### src/design/dqdt_defines.svh
// Constants of the quadrature trim datapath.
// Assumes APB register access and samples on the sample clock.
`ifndef DQDT_DEFINES_SVH
`define DQDT_DEFINES_SVH
// Register indices, byte address is four times the index
`define DQDT_IDX_CFG     8'h1b
`define DQDT_IDX_ITRIM_A 8'h38
`define DQDT_IDX_ITRIM_B 8'h39
`define DQDT_IDX_QTRIM_A 8'h3a
`define DQDT_IDX_QTRIM_B 8'h3b
`define DQDT_IDX_DC0     8'h3c
`define DQDT_IDX_DC3     8'h3f
`define DQDT_IDX_CTRL    8'h40
`define DQDT_IDX_STAT    8'h41
// Fields and reset values
`define DQDT_BYP_BIT     6
`define DQDT_CFG_RST     8'h40
`define DQDT_CTRL_RST    8'h00
// Rate limits in quarter MSPS
`define DQDT_R153        12'h267
`define DQDT_R307        12'h4ce
`define DQDT_R500        12'h7d0
`define DQDT_R615        12'h99c
// Arithmetic constants
`define DQDT_ROOT_HALF   18'sh05a82
`define DQDT_TRIM_K      12'sh3e9
`define DQDT_FIR_SHIFT   8
`endif

### src/design/dqdt_pkg.sv
// Types of the quadrature trim datapath.
// Assumes nothing beyond the defines header.
package dqdt_pkg;
  typedef enum logic [2:0] {
    DQDT_NONE   = 3'b000,
    DQDT_HALF   = 3'b001,
    DQDT_QUART  = 3'b010,
    DQDT_THREEQ = 3'b011,
    DQDT_EIGHTH = 3'b100
  } dqdt_mix_e;
  typedef struct packed {
    logic        valid;
    logic [15:0] i;
    logic [15:0] q;
  } dqdt_sample_s;
endpackage

### src/design/dqdt_top.sv
// Quadrature mixing, phase trim, offset and inverse sinc datapath.
// Assumes samples from logic on mclk_i and an APB master on mclk_i.
//
// The APB register port is this design's own decision.
`timescale 1ns/1ps
`include "dqdt_defines.svh"
module dqdt_top
  import dqdt_pkg::*;
(
  // Clock and reset
  input  wire logic         mclk_i,
  input  wire logic         reset_n_i,
  // APB slave
  input  wire logic         psel_i,
  input  wire logic         penable_i,
  input  wire logic         pwrite_i,
  input  wire logic [11:0]  paddr_i,
  input  wire logic [31:0]  pwdata_i,
  input  wire logic [3:0]   pstrb_i,
  output logic      [31:0]  prdata_o,
  output logic              pready_o,
  output logic              pslverr_o,
  // Sample stream
  input  wire dqdt_sample_s samp_i,
  output dqdt_sample_s      samp_o
);

////////////////////////////////////////////////////////////////////////
  function automatic logic reg_hit(input logic [7:0] x);
    reg_hit = (x == `DQDT_IDX_CFG) ||
              ((x >= `DQDT_IDX_ITRIM_A) && (x <= `DQDT_IDX_STAT));
  endfunction

  function automatic logic [15:0] sat16(input logic signed [17:0] x);
    if (x > 18'sh07fff) begin
      sat16 = 16'h7fff;
    end else if (x < -18'sh08000) begin
      sat16 = 16'h8000;
    end else begin
      sat16 = x[15:0];
    end
  endfunction

  function automatic logic signed [17:0] rmul(input logic signed [17:0] x);
    logic signed [35:0] p;
    p = x * `DQDT_ROOT_HALF;
    rmul = p[32:15];
  endfunction

  function automatic logic [11:0] max_rate(input logic word, input logic [2:0] hb);
    if (hb == 3'b111) begin
      max_rate = `DQDT_R153;
    end else if (!word) begin
      max_rate = `DQDT_R307;
    end else if (hb == 3'b000 || hb == 3'b010) begin
      max_rate = `DQDT_R615;
    end else if (hb == 3'b001) begin
      max_rate = `DQDT_R500;
    end else begin
      max_rate = `DQDT_R307;
    end
  endfunction

  function automatic logic signed [9:0] coef(input int k);
    case (k)
      0, 8:    coef = 10'sd1;
      1, 7:    coef = -10'sd3;
      2, 6:    coef = 10'sd8;
      3, 5:    coef = -10'sd30;
      default: coef = 10'sd225;
    endcase
  endfunction

////////////////////////////////////////////////////////////////////////
  // Register file
  logic [7:0]  cfg_q;
  logic [7:0]  ita_q;
  logic [1:0]  itb_q;
  logic [7:0]  qta_q;
  logic [1:0]  qtb_q;
  logic [7:0]  dc_q [4];
  logic [7:0]  ctrl_q;
  logic [11:0] rate_q;
  logic        sat_q;
  logic [7:0]  idx;
  logic        wr_en;
  logic [31:0] rd_d;

  assign idx   = paddr_i[9:2];
  assign wr_en = psel_i && penable_i && pready_o && pwrite_i && pstrb_i[0]
                 && (paddr_i[11:10] == 2'b00) && reg_hit(idx);

  always_ff @(posedge mclk_i) begin
    if (!reset_n_i) begin
      cfg_q  <= `DQDT_CFG_RST;
      ita_q  <= 8'h00;
      itb_q  <= 2'h0;
      qta_q  <= 8'h00;
      qtb_q  <= 2'h0;
      ctrl_q <= `DQDT_CTRL_RST;
      for (int k = 0; k < 4; k++) begin
        dc_q[k] <= 8'h00;
      end
    end else if (wr_en) begin
      if (idx == `DQDT_IDX_CFG) begin
        cfg_q <= pwdata_i[7:0];
      end else if (idx == `DQDT_IDX_ITRIM_A) begin
        ita_q <= pwdata_i[7:0];
      end else if (idx == `DQDT_IDX_ITRIM_B) begin
        itb_q <= pwdata_i[1:0];
      end else if (idx == `DQDT_IDX_QTRIM_A) begin
        qta_q <= pwdata_i[7:0];
      end else if (idx == `DQDT_IDX_QTRIM_B) begin
        qtb_q <= pwdata_i[1:0];
      end else if (idx >= `DQDT_IDX_DC0 && idx <= `DQDT_IDX_DC3) begin
        dc_q[idx[1:0]] <= pwdata_i[7:0];
      end else if (idx == `DQDT_IDX_CTRL) begin
        ctrl_q <= pwdata_i[7:0];
      end
    end
  end

  // Max input rate for bus width and stage mix
  always_ff @(posedge mclk_i) begin
    if (!reset_n_i) begin
      rate_q <= `DQDT_R307;
    end else begin
      rate_q <= max_rate(ctrl_q[3], ctrl_q[6:4]);
    end
  end

  always_comb begin
    rd_d = 32'h0000_0000;
    if (idx == `DQDT_IDX_CFG) begin
      rd_d[7:0] = cfg_q;
    end else if (idx == `DQDT_IDX_ITRIM_A) begin
      rd_d[7:0] = ita_q;
    end else if (idx == `DQDT_IDX_ITRIM_B) begin
      rd_d[1:0] = itb_q;
    end else if (idx == `DQDT_IDX_QTRIM_A) begin
      rd_d[7:0] = qta_q;
    end else if (idx == `DQDT_IDX_QTRIM_B) begin
      rd_d[1:0] = qtb_q;
    end else if (idx >= `DQDT_IDX_DC0 && idx <= `DQDT_IDX_DC3) begin
      rd_d[7:0] = dc_q[idx[1:0]];
    end else if (idx == `DQDT_IDX_CTRL) begin
      rd_d[7:0] = ctrl_q;
    end else if (idx == `DQDT_IDX_STAT) begin
      rd_d[12:0] = {sat_q, rate_q};
    end
  end

  // Zero wait state answer, ready in the access cycle
  always_ff @(posedge mclk_i) begin
    if (!reset_n_i) begin
      pready_o  <= 1'b0;
      pslverr_o <= 1'b0;
      prdata_o  <= 32'h0000_0000;
    end else begin
      pready_o  <= psel_i && !penable_i;
      pslverr_o <= psel_i && !penable_i &&
                   ((paddr_i[11:10] != 2'b00) || !reg_hit(idx));
      if (psel_i && !penable_i && !pwrite_i) begin
        prdata_o <= rd_d;
      end
    end
  end

////////////////////////////////////////////////////////////////////////
  // Coarse mixing stage
  logic               [2:0]  ph_q;
  logic signed        [17:0] si, sq, mi, mq;
  logic               [15:0] mix_i_q, mix_q_q;
  logic                      mix_v_q;
  dqdt_mix_e                 mode;

  assign mode = dqdt_mix_e'(ctrl_q[2:0]);
  assign si   = 18'(signed'(samp_i.i));
  assign sq   = 18'(signed'(samp_i.q));

  always_comb begin
    mi = si;
    mq = sq;
    case (mode)
      DQDT_HALF: begin
        if (ph_q[0]) begin
          mi = -si;
          mq = -sq;
        end
      end
      DQDT_QUART: begin
        case (ph_q[1:0])
          2'd1:    begin mi = sq;  mq = -si; end
          2'd2:    begin mi = -si; mq = -sq; end
          2'd3:    begin mi = -sq; mq = si;  end
          default: begin mi = si;  mq = sq;  end
        endcase
      end
      DQDT_THREEQ: begin
        case (ph_q[1:0])
          2'd1:    begin mi = -sq; mq = si;  end
          2'd2:    begin mi = -si; mq = -sq; end
          2'd3:    begin mi = sq;  mq = -si; end
          default: begin mi = si;  mq = sq;  end
        endcase
      end
      DQDT_EIGHTH: begin
        case (ph_q)
          3'd1:    begin mi = rmul(si + sq);  mq = rmul(sq - si);  end
          3'd2:    begin mi = sq;             mq = -si;            end
          3'd3:    begin mi = rmul(sq - si);  mq = -rmul(sq + si); end
          3'd4:    begin mi = -si;            mq = -sq;            end
          3'd5:    begin mi = -rmul(si + sq); mq = rmul(si - sq);  end
          3'd6:    begin mi = -sq;            mq = si;             end
          3'd7:    begin mi = rmul(si - sq);  mq = rmul(sq + si);  end
          default: begin mi = si;             mq = sq;             end
        endcase
      end
      default: begin
        mi = si;
        mq = sq;
      end
    endcase
  end

  always_ff @(posedge mclk_i) begin
    if (!reset_n_i) begin
      ph_q    <= 3'd0;
      mix_v_q <= 1'b0;
      mix_i_q <= 16'h0000;
      mix_q_q <= 16'h0000;
    end else begin
      mix_v_q <= samp_i.valid;
      if (samp_i.valid) begin
        ph_q    <= ph_q + 3'd1;
        mix_i_q <= sat16(mi);
        mix_q_q <= sat16(mq);
      end
    end
  end

////////////////////////////////////////////////////////////////////////
  // Phase trim stage, small angle rotation
  logic signed [9:0]  itrim, qtrim;
  logic signed [37:0] pi_prod, pq_prod;
  logic signed [17:0] ti, tq;
  logic        [15:0] ph_i_q, ph_q_q;
  logic               ph_v_q;

  assign itrim   = signed'({itb_q, ita_q});
  assign qtrim   = signed'({qtb_q, qta_q});
  assign pi_prod = itrim * signed'(mix_q_q) * `DQDT_TRIM_K;
  assign pq_prod = qtrim * signed'(mix_i_q) * `DQDT_TRIM_K;
  assign ti      = 18'(signed'(mix_i_q)) - 18'(pi_prod >>> 24);
  assign tq      = 18'(signed'(mix_q_q)) - 18'(pq_prod >>> 24);

  always_ff @(posedge mclk_i) begin
    if (!reset_n_i) begin
      ph_v_q <= 1'b0;
      ph_i_q <= 16'h0000;
      ph_q_q <= 16'h0000;
    end else begin
      ph_v_q <= mix_v_q;
      if (mix_v_q) begin
        ph_i_q <= sat16(ti);
        ph_q_q <= sat16(tq);
      end
    end
  end

////////////////////////////////////////////////////////////////////////
  // Offset stage
  logic signed [17:0] oi, oq;
  logic        [15:0] off_i_q, off_q_q;
  logic               off_v_q;

  assign oi = 18'(signed'(ph_i_q)) + 18'(signed'({dc_q[1], dc_q[0]}));
  assign oq = 18'(signed'(ph_q_q)) + 18'(signed'({dc_q[3], dc_q[2]}));

  always_ff @(posedge mclk_i) begin
    if (!reset_n_i) begin
      off_v_q <= 1'b0;
      off_i_q <= 16'h0000;
      off_q_q <= 16'h0000;
      sat_q   <= 1'b0;
    end else begin
      off_v_q <= ph_v_q;
      if (ph_v_q) begin
        off_i_q <= sat16(oi);
        off_q_q <= sat16(oq);
        sat_q   <= (sat16(oi) != oi[15:0]) || (sat16(oq) != oq[15:0]);
      end
    end
  end

////////////////////////////////////////////////////////////////////////
  // Inverse sinc stage
  logic        [15:0] tap_q [2][8];
  logic        [15:0] cur   [2];
  logic signed [29:0] acc   [2];
  logic        [15:0] fir   [2];

  for (genvar c = 0; c < 2; c++) begin : g_chan
    always_ff @(posedge mclk_i) begin
      if (!reset_n_i) begin
        for (int k = 0; k < 8; k++) begin
          tap_q[c][k] <= 16'h0000;
        end
      end else if (off_v_q) begin
        tap_q[c][0] <= cur[c];
        for (int k = 1; k < 8; k++) begin
          tap_q[c][k] <= tap_q[c][k-1];
        end
      end
    end

    // Newest sample is tap zero, older ones come from the delay line
    always_comb begin
      cur[c] = (c == 0) ? off_i_q : off_q_q;
      acc[c] = signed'(cur[c]) * coef(0);
      for (int k = 1; k < 9; k++) begin
        acc[c] = acc[c] + signed'(tap_q[c][k-1]) * coef(k);
      end
      fir[c] = sat16(acc[c][17+`DQDT_FIR_SHIFT:`DQDT_FIR_SHIFT]);
    end
  end

  always_ff @(posedge mclk_i) begin
    if (!reset_n_i) begin
      samp_o <= '0;
    end else begin
      samp_o.valid <= off_v_q;
      if (off_v_q) begin
        if (cfg_q[`DQDT_BYP_BIT]) begin
          samp_o.i <= off_i_q;
          samp_o.q <= off_q_q;
        end else begin
          samp_o.i <= fir[0];
          samp_o.q <= fir[1];
        end
      end
    end
  end
endmodule
### config.mk
export PLATFORM = sky130hd
export DESIGN_NAME = dqdt_top
export DESIGN_NICKNAME = d
export VERILOG_FILES = /design/src/design/dqdt_pkg.sv /design/src/design/dqdt_top.sv
export VERILOG_INCLUDE_DIRS = /design/src /design/src/design
export SDC_FILE = /design/constraint.sdc
export NUM_CORES = 2
export LEC_CHECK = 0
export BUFFER_PORTS_ARGS = -buffer_cell sky130_fd_sc_hd__buf_4
export CAP_MARGIN = 20
export CORE_UTILIZATION = 55
export DETAILED_ROUTE_END_ITERATION = 10
export GPL_TIMING_DRIVEN = 0
export MAX_ROUTING_LAYER = met4
export PLACE_DENSITY = 0.71
export SLEW_MARGIN = 20
export SYNTH_ARGS = -nofsm -noshare
export SYNTH_HDL_FRONTEND = slang
export SYNTH_SLANG_ARGS = --single-unit
export TNS_END_PERCENT = 20
### constraint.sdc
create_clock -name mclk_i -period 16.9 [get_ports mclk_i]
set_clock_uncertainty 0.15 [all_clocks]
set_input_delay 0.845 -clock mclk_i [delete_from_list [all_inputs] [get_ports mclk_i]]
set_output_delay 0.845 -clock mclk_i [all_outputs]
set_load 0.01 [all_outputs]
==> impl_metrics.csv <==
group,metric,value,unit
worst_setup_path,worst_path_max_delay_cell,"a2111oi_0",
logic_synthesis,yosysWarnings,0,
logic_synthesis,synthXorXnorAreaFrac,0.03938,
floorplan,die-width,393.0,um
grt,grt_start_max_net_pins,77,
timing,fin_crit,15240,ps
clock_tree,ctsHoldBuffers,0,
worst_setup_path,critPathKind,"reg2reg",
logic_synthesis,yosysSeqAreaShare,0.1498,
min_path,hp-start,"penable_i",
min_path,hp-class,"in2reg",
layout,layout-drive-gt1-share,0.03600,
place,place_congestion,1.012,
timing,max_freq,65.61,MHz
clock_tree,cts.sink_count,485,
worst_setup_path,crit_path_end_kind,"flip-flop",
logic_synthesis,avgSynthCellArea,9.046,um2
routing,wl_per_cell,21.46,um
timing,tns,0,ps
routing,vias,65516,
floorplan,die-area,0.1544,mm2
worst_setup_path,crit_fanout,10,
logic_synthesis,ys_types,99,
logic_synthesis,synth.area.mux_share,0.009286,
logic_synthesis,synth_common_cells,"inv_1, ha_1, fa_1",
clock_tree,cts_tree,"done",
logic_synthesis,synth_top_family_by_area,"adder cells",
routing,drtPass1Iterations,7,
clock_tree,cts_buffer_depth,3,
worst_setup_path,ff2ff_setup_slack,1660,ps
worst_setup_path,cp_data_arrival_time,15580,ps
floorplan,die_h,393.0,um
place,hpwl,209.7,mm
clock_tree,clk_pin_slew,60,ps
timing,tightest_slew,1269,ps
floorplan,ios,153,
worst_setup_path,reg2reg_from,"ita_q[5]$_SDFFE_PN0P_",
logic_synthesis,netlist_area,0.08408,mm2
logic_synthesis,syn_inst,9295,
logic_synthesis,synth_fa_ha_area_frac,0.4708,
floorplan,start_util,0.5535,
logic_synthesis,ys.flop_type,"edfxtp_1",
worst_setup_path,max_stage_delay,800,ps
routing,drt_iter0_drc,5488,
worst_setup_path,cp_num_buf_inv,10,
worst_setup_path,crit_path_start_kind,"flip-flop",
layout,utilization,0.5906,
timing,slew_violations,0,
routing,ant_nets,0,
clock_tree,htree_levels,2,
timing,hold_viol_final,0,
worst_setup_path,cp-startpoint,"ita_q[5]$_SDFFE_PN0P_",
outcome,status,"complete, no violations",
grt,grt_pass1_vias,67557,
job,cap_violations,0,
floorplan,design.core.area,0.1519,mm2
logic_synthesis,yosysMostFrequentCell,"inv_1",
logic_synthesis,synth_seq_cells,485,
logic_synthesis,synth_edf_count,288,
clock_tree,numCtsBuffers,53,
grt,grt_util_all_layers,0.3369,
logic_synthesis,synth_top_cell_area_share,0.2726,
logic_synthesis,yosysTopAreaCell,"fa_1",
logic_synthesis,synth-simple-area-share,0.09837,
grt,antenna_found_initial,8,
routing,viasPerCell,5.665,
worst_setup_path,cp_top_family,"adder cells",
clock_tree,clock_latency,640,ps
logic_synthesis,synth_compound_gate_area_share,0.1132,
clock_tree,ctsResizeCount,0,
clock_tree,postCtsSetupBuffers,0,
layout,fin_nets,11997,
grt,grt-ovfl-total,0,
timing,rsz0062_at_grt,"no",
clock_tree,clock-root-buffer,"clkbuf_16",
floorplan,core.rowCount,143,
timing,setup_viol,0,
timing,fin_crit_sh,0.9019,
place,io_buffers,101,
routing,drc,0,
timing,relSlewSlack,0.1487,
routing,routed_wl,248.2,mm
layout,syn2layout_area_growth,6.701,%
worst_setup_path,worstPathRequired,17230,ps
logic_synthesis,synth.area.top_cells,"fa_1, ha_1, inv_1",
grt,grt_pass1_wl,386.8,mm
worst_setup_path,crit_top_cell,"fa_1",
logic_synthesis,async_flop_share,0,
-- cell families (layout without fill, tap and decap cells) --
logic type	after synthesis	in the layout
buffers and inverters	2647	2861
adders and majority gates	2489	2489
and+or+nand+nor	1737	1737
AOI/OAI and AO/OA	1491	1491
DFF	485	485
xor gates and xnor gates	378	378
muxes	67	67
other	1	27
-- stage by stage --
stage	worst slack [ps]	std cells	cell area, um2	hold WS [ps]
after floorplan	3386	9315	84150	287.3
after global placement	694.6	11446	87450	286.6
after detailed placement	1840	11459	87710	299.0
after CTS	1794	11559	89630	231.8
after global routing	666.8	11564	89710	259.5
final	1658	11565	89710	258.5
-- path summary, 6_finish.rpt --
path,endpoint,cells past startpoint
worst max-delay path,ph_i_q[9]$_SDFFE_PN0P_,48
worst min-delay path,pready_o$_SDFF_PN0_,2
worst max register to register,ph_i_q[9]$_SDFFE_PN0P_,48
worst min register to register,samp_o[1]$_SDFFE_PN0P_,2
-- layout by cell type, fill, tap and decap left out, types with 79 or more instances in the layout --
cell / Yosys / layout
xnor2_1: 261 / 252
fa_1: 1145 / 1145
nor2_1: 516 / 516
buf_4: 21 / 125
a21oi_1: 390 / 389
and3_1: 105 / 105
nand2_1: 505 / 505
xor2_1: 117 / 116
o21ai_0: 410 / 408
edfxtp_1: 288 / 288
a21o_1: 83 / 83
and2_1: 145 / 145
ha_1: 1282 / 1282
clkbuf_1: 283 / 288
dfxtp_1: 197 / 197
nand3_1: 79 / 79
nor3_1: 89 / 89
inv_1: 2306 / 2305
-- state kept, by name (all words and copies together) (netlist names), 2 cells and up --
register	count
off_q_q	16
rate_q	10
ita_q	8
samp_o	33
prdata_o	13
ctrl_q	8
ph_q	3
qtb_q	2
qta_q	8
cfg_q	8
off_i_q	16
itb_q	2
ph_q_q	16
mix_q_q	16
dc_q	32
tap_q	256
mix_i_q	16
ph_i_q	16
-- cell type report --
| class | instances | area [um2] |
|---|---|---|
| fill | 13330 | 62190 |
| multi-input combinational | 6183 | 61690 |
| sequential | 485 | 12590 |
| inverter | 2312 | 8686 |
| tap | 2030 | 2540 |
| clock buffer | 60 | 1373 |
| buffer | 335 | 1344 |
| timing repair buffer | 114 | 917.1 |
| clock inverter | 40 | 551.8 |
| antenna | 6 | 15.01 |
-- routing by layer --
| metal | GRT usage | wire [um] |
|---|---|---|
| met1 | 0.4402 | 105500 |
| met2 | 0.5341 | 114000 |
| met3 | 0.04734 | 17780 |
| met4 | 0.1229 | 10820 |
| met5 | - | 0 |
Power is not shown: default switching activity piles up to over one toggle a cycle in this logic, so the estimate is an artifact.
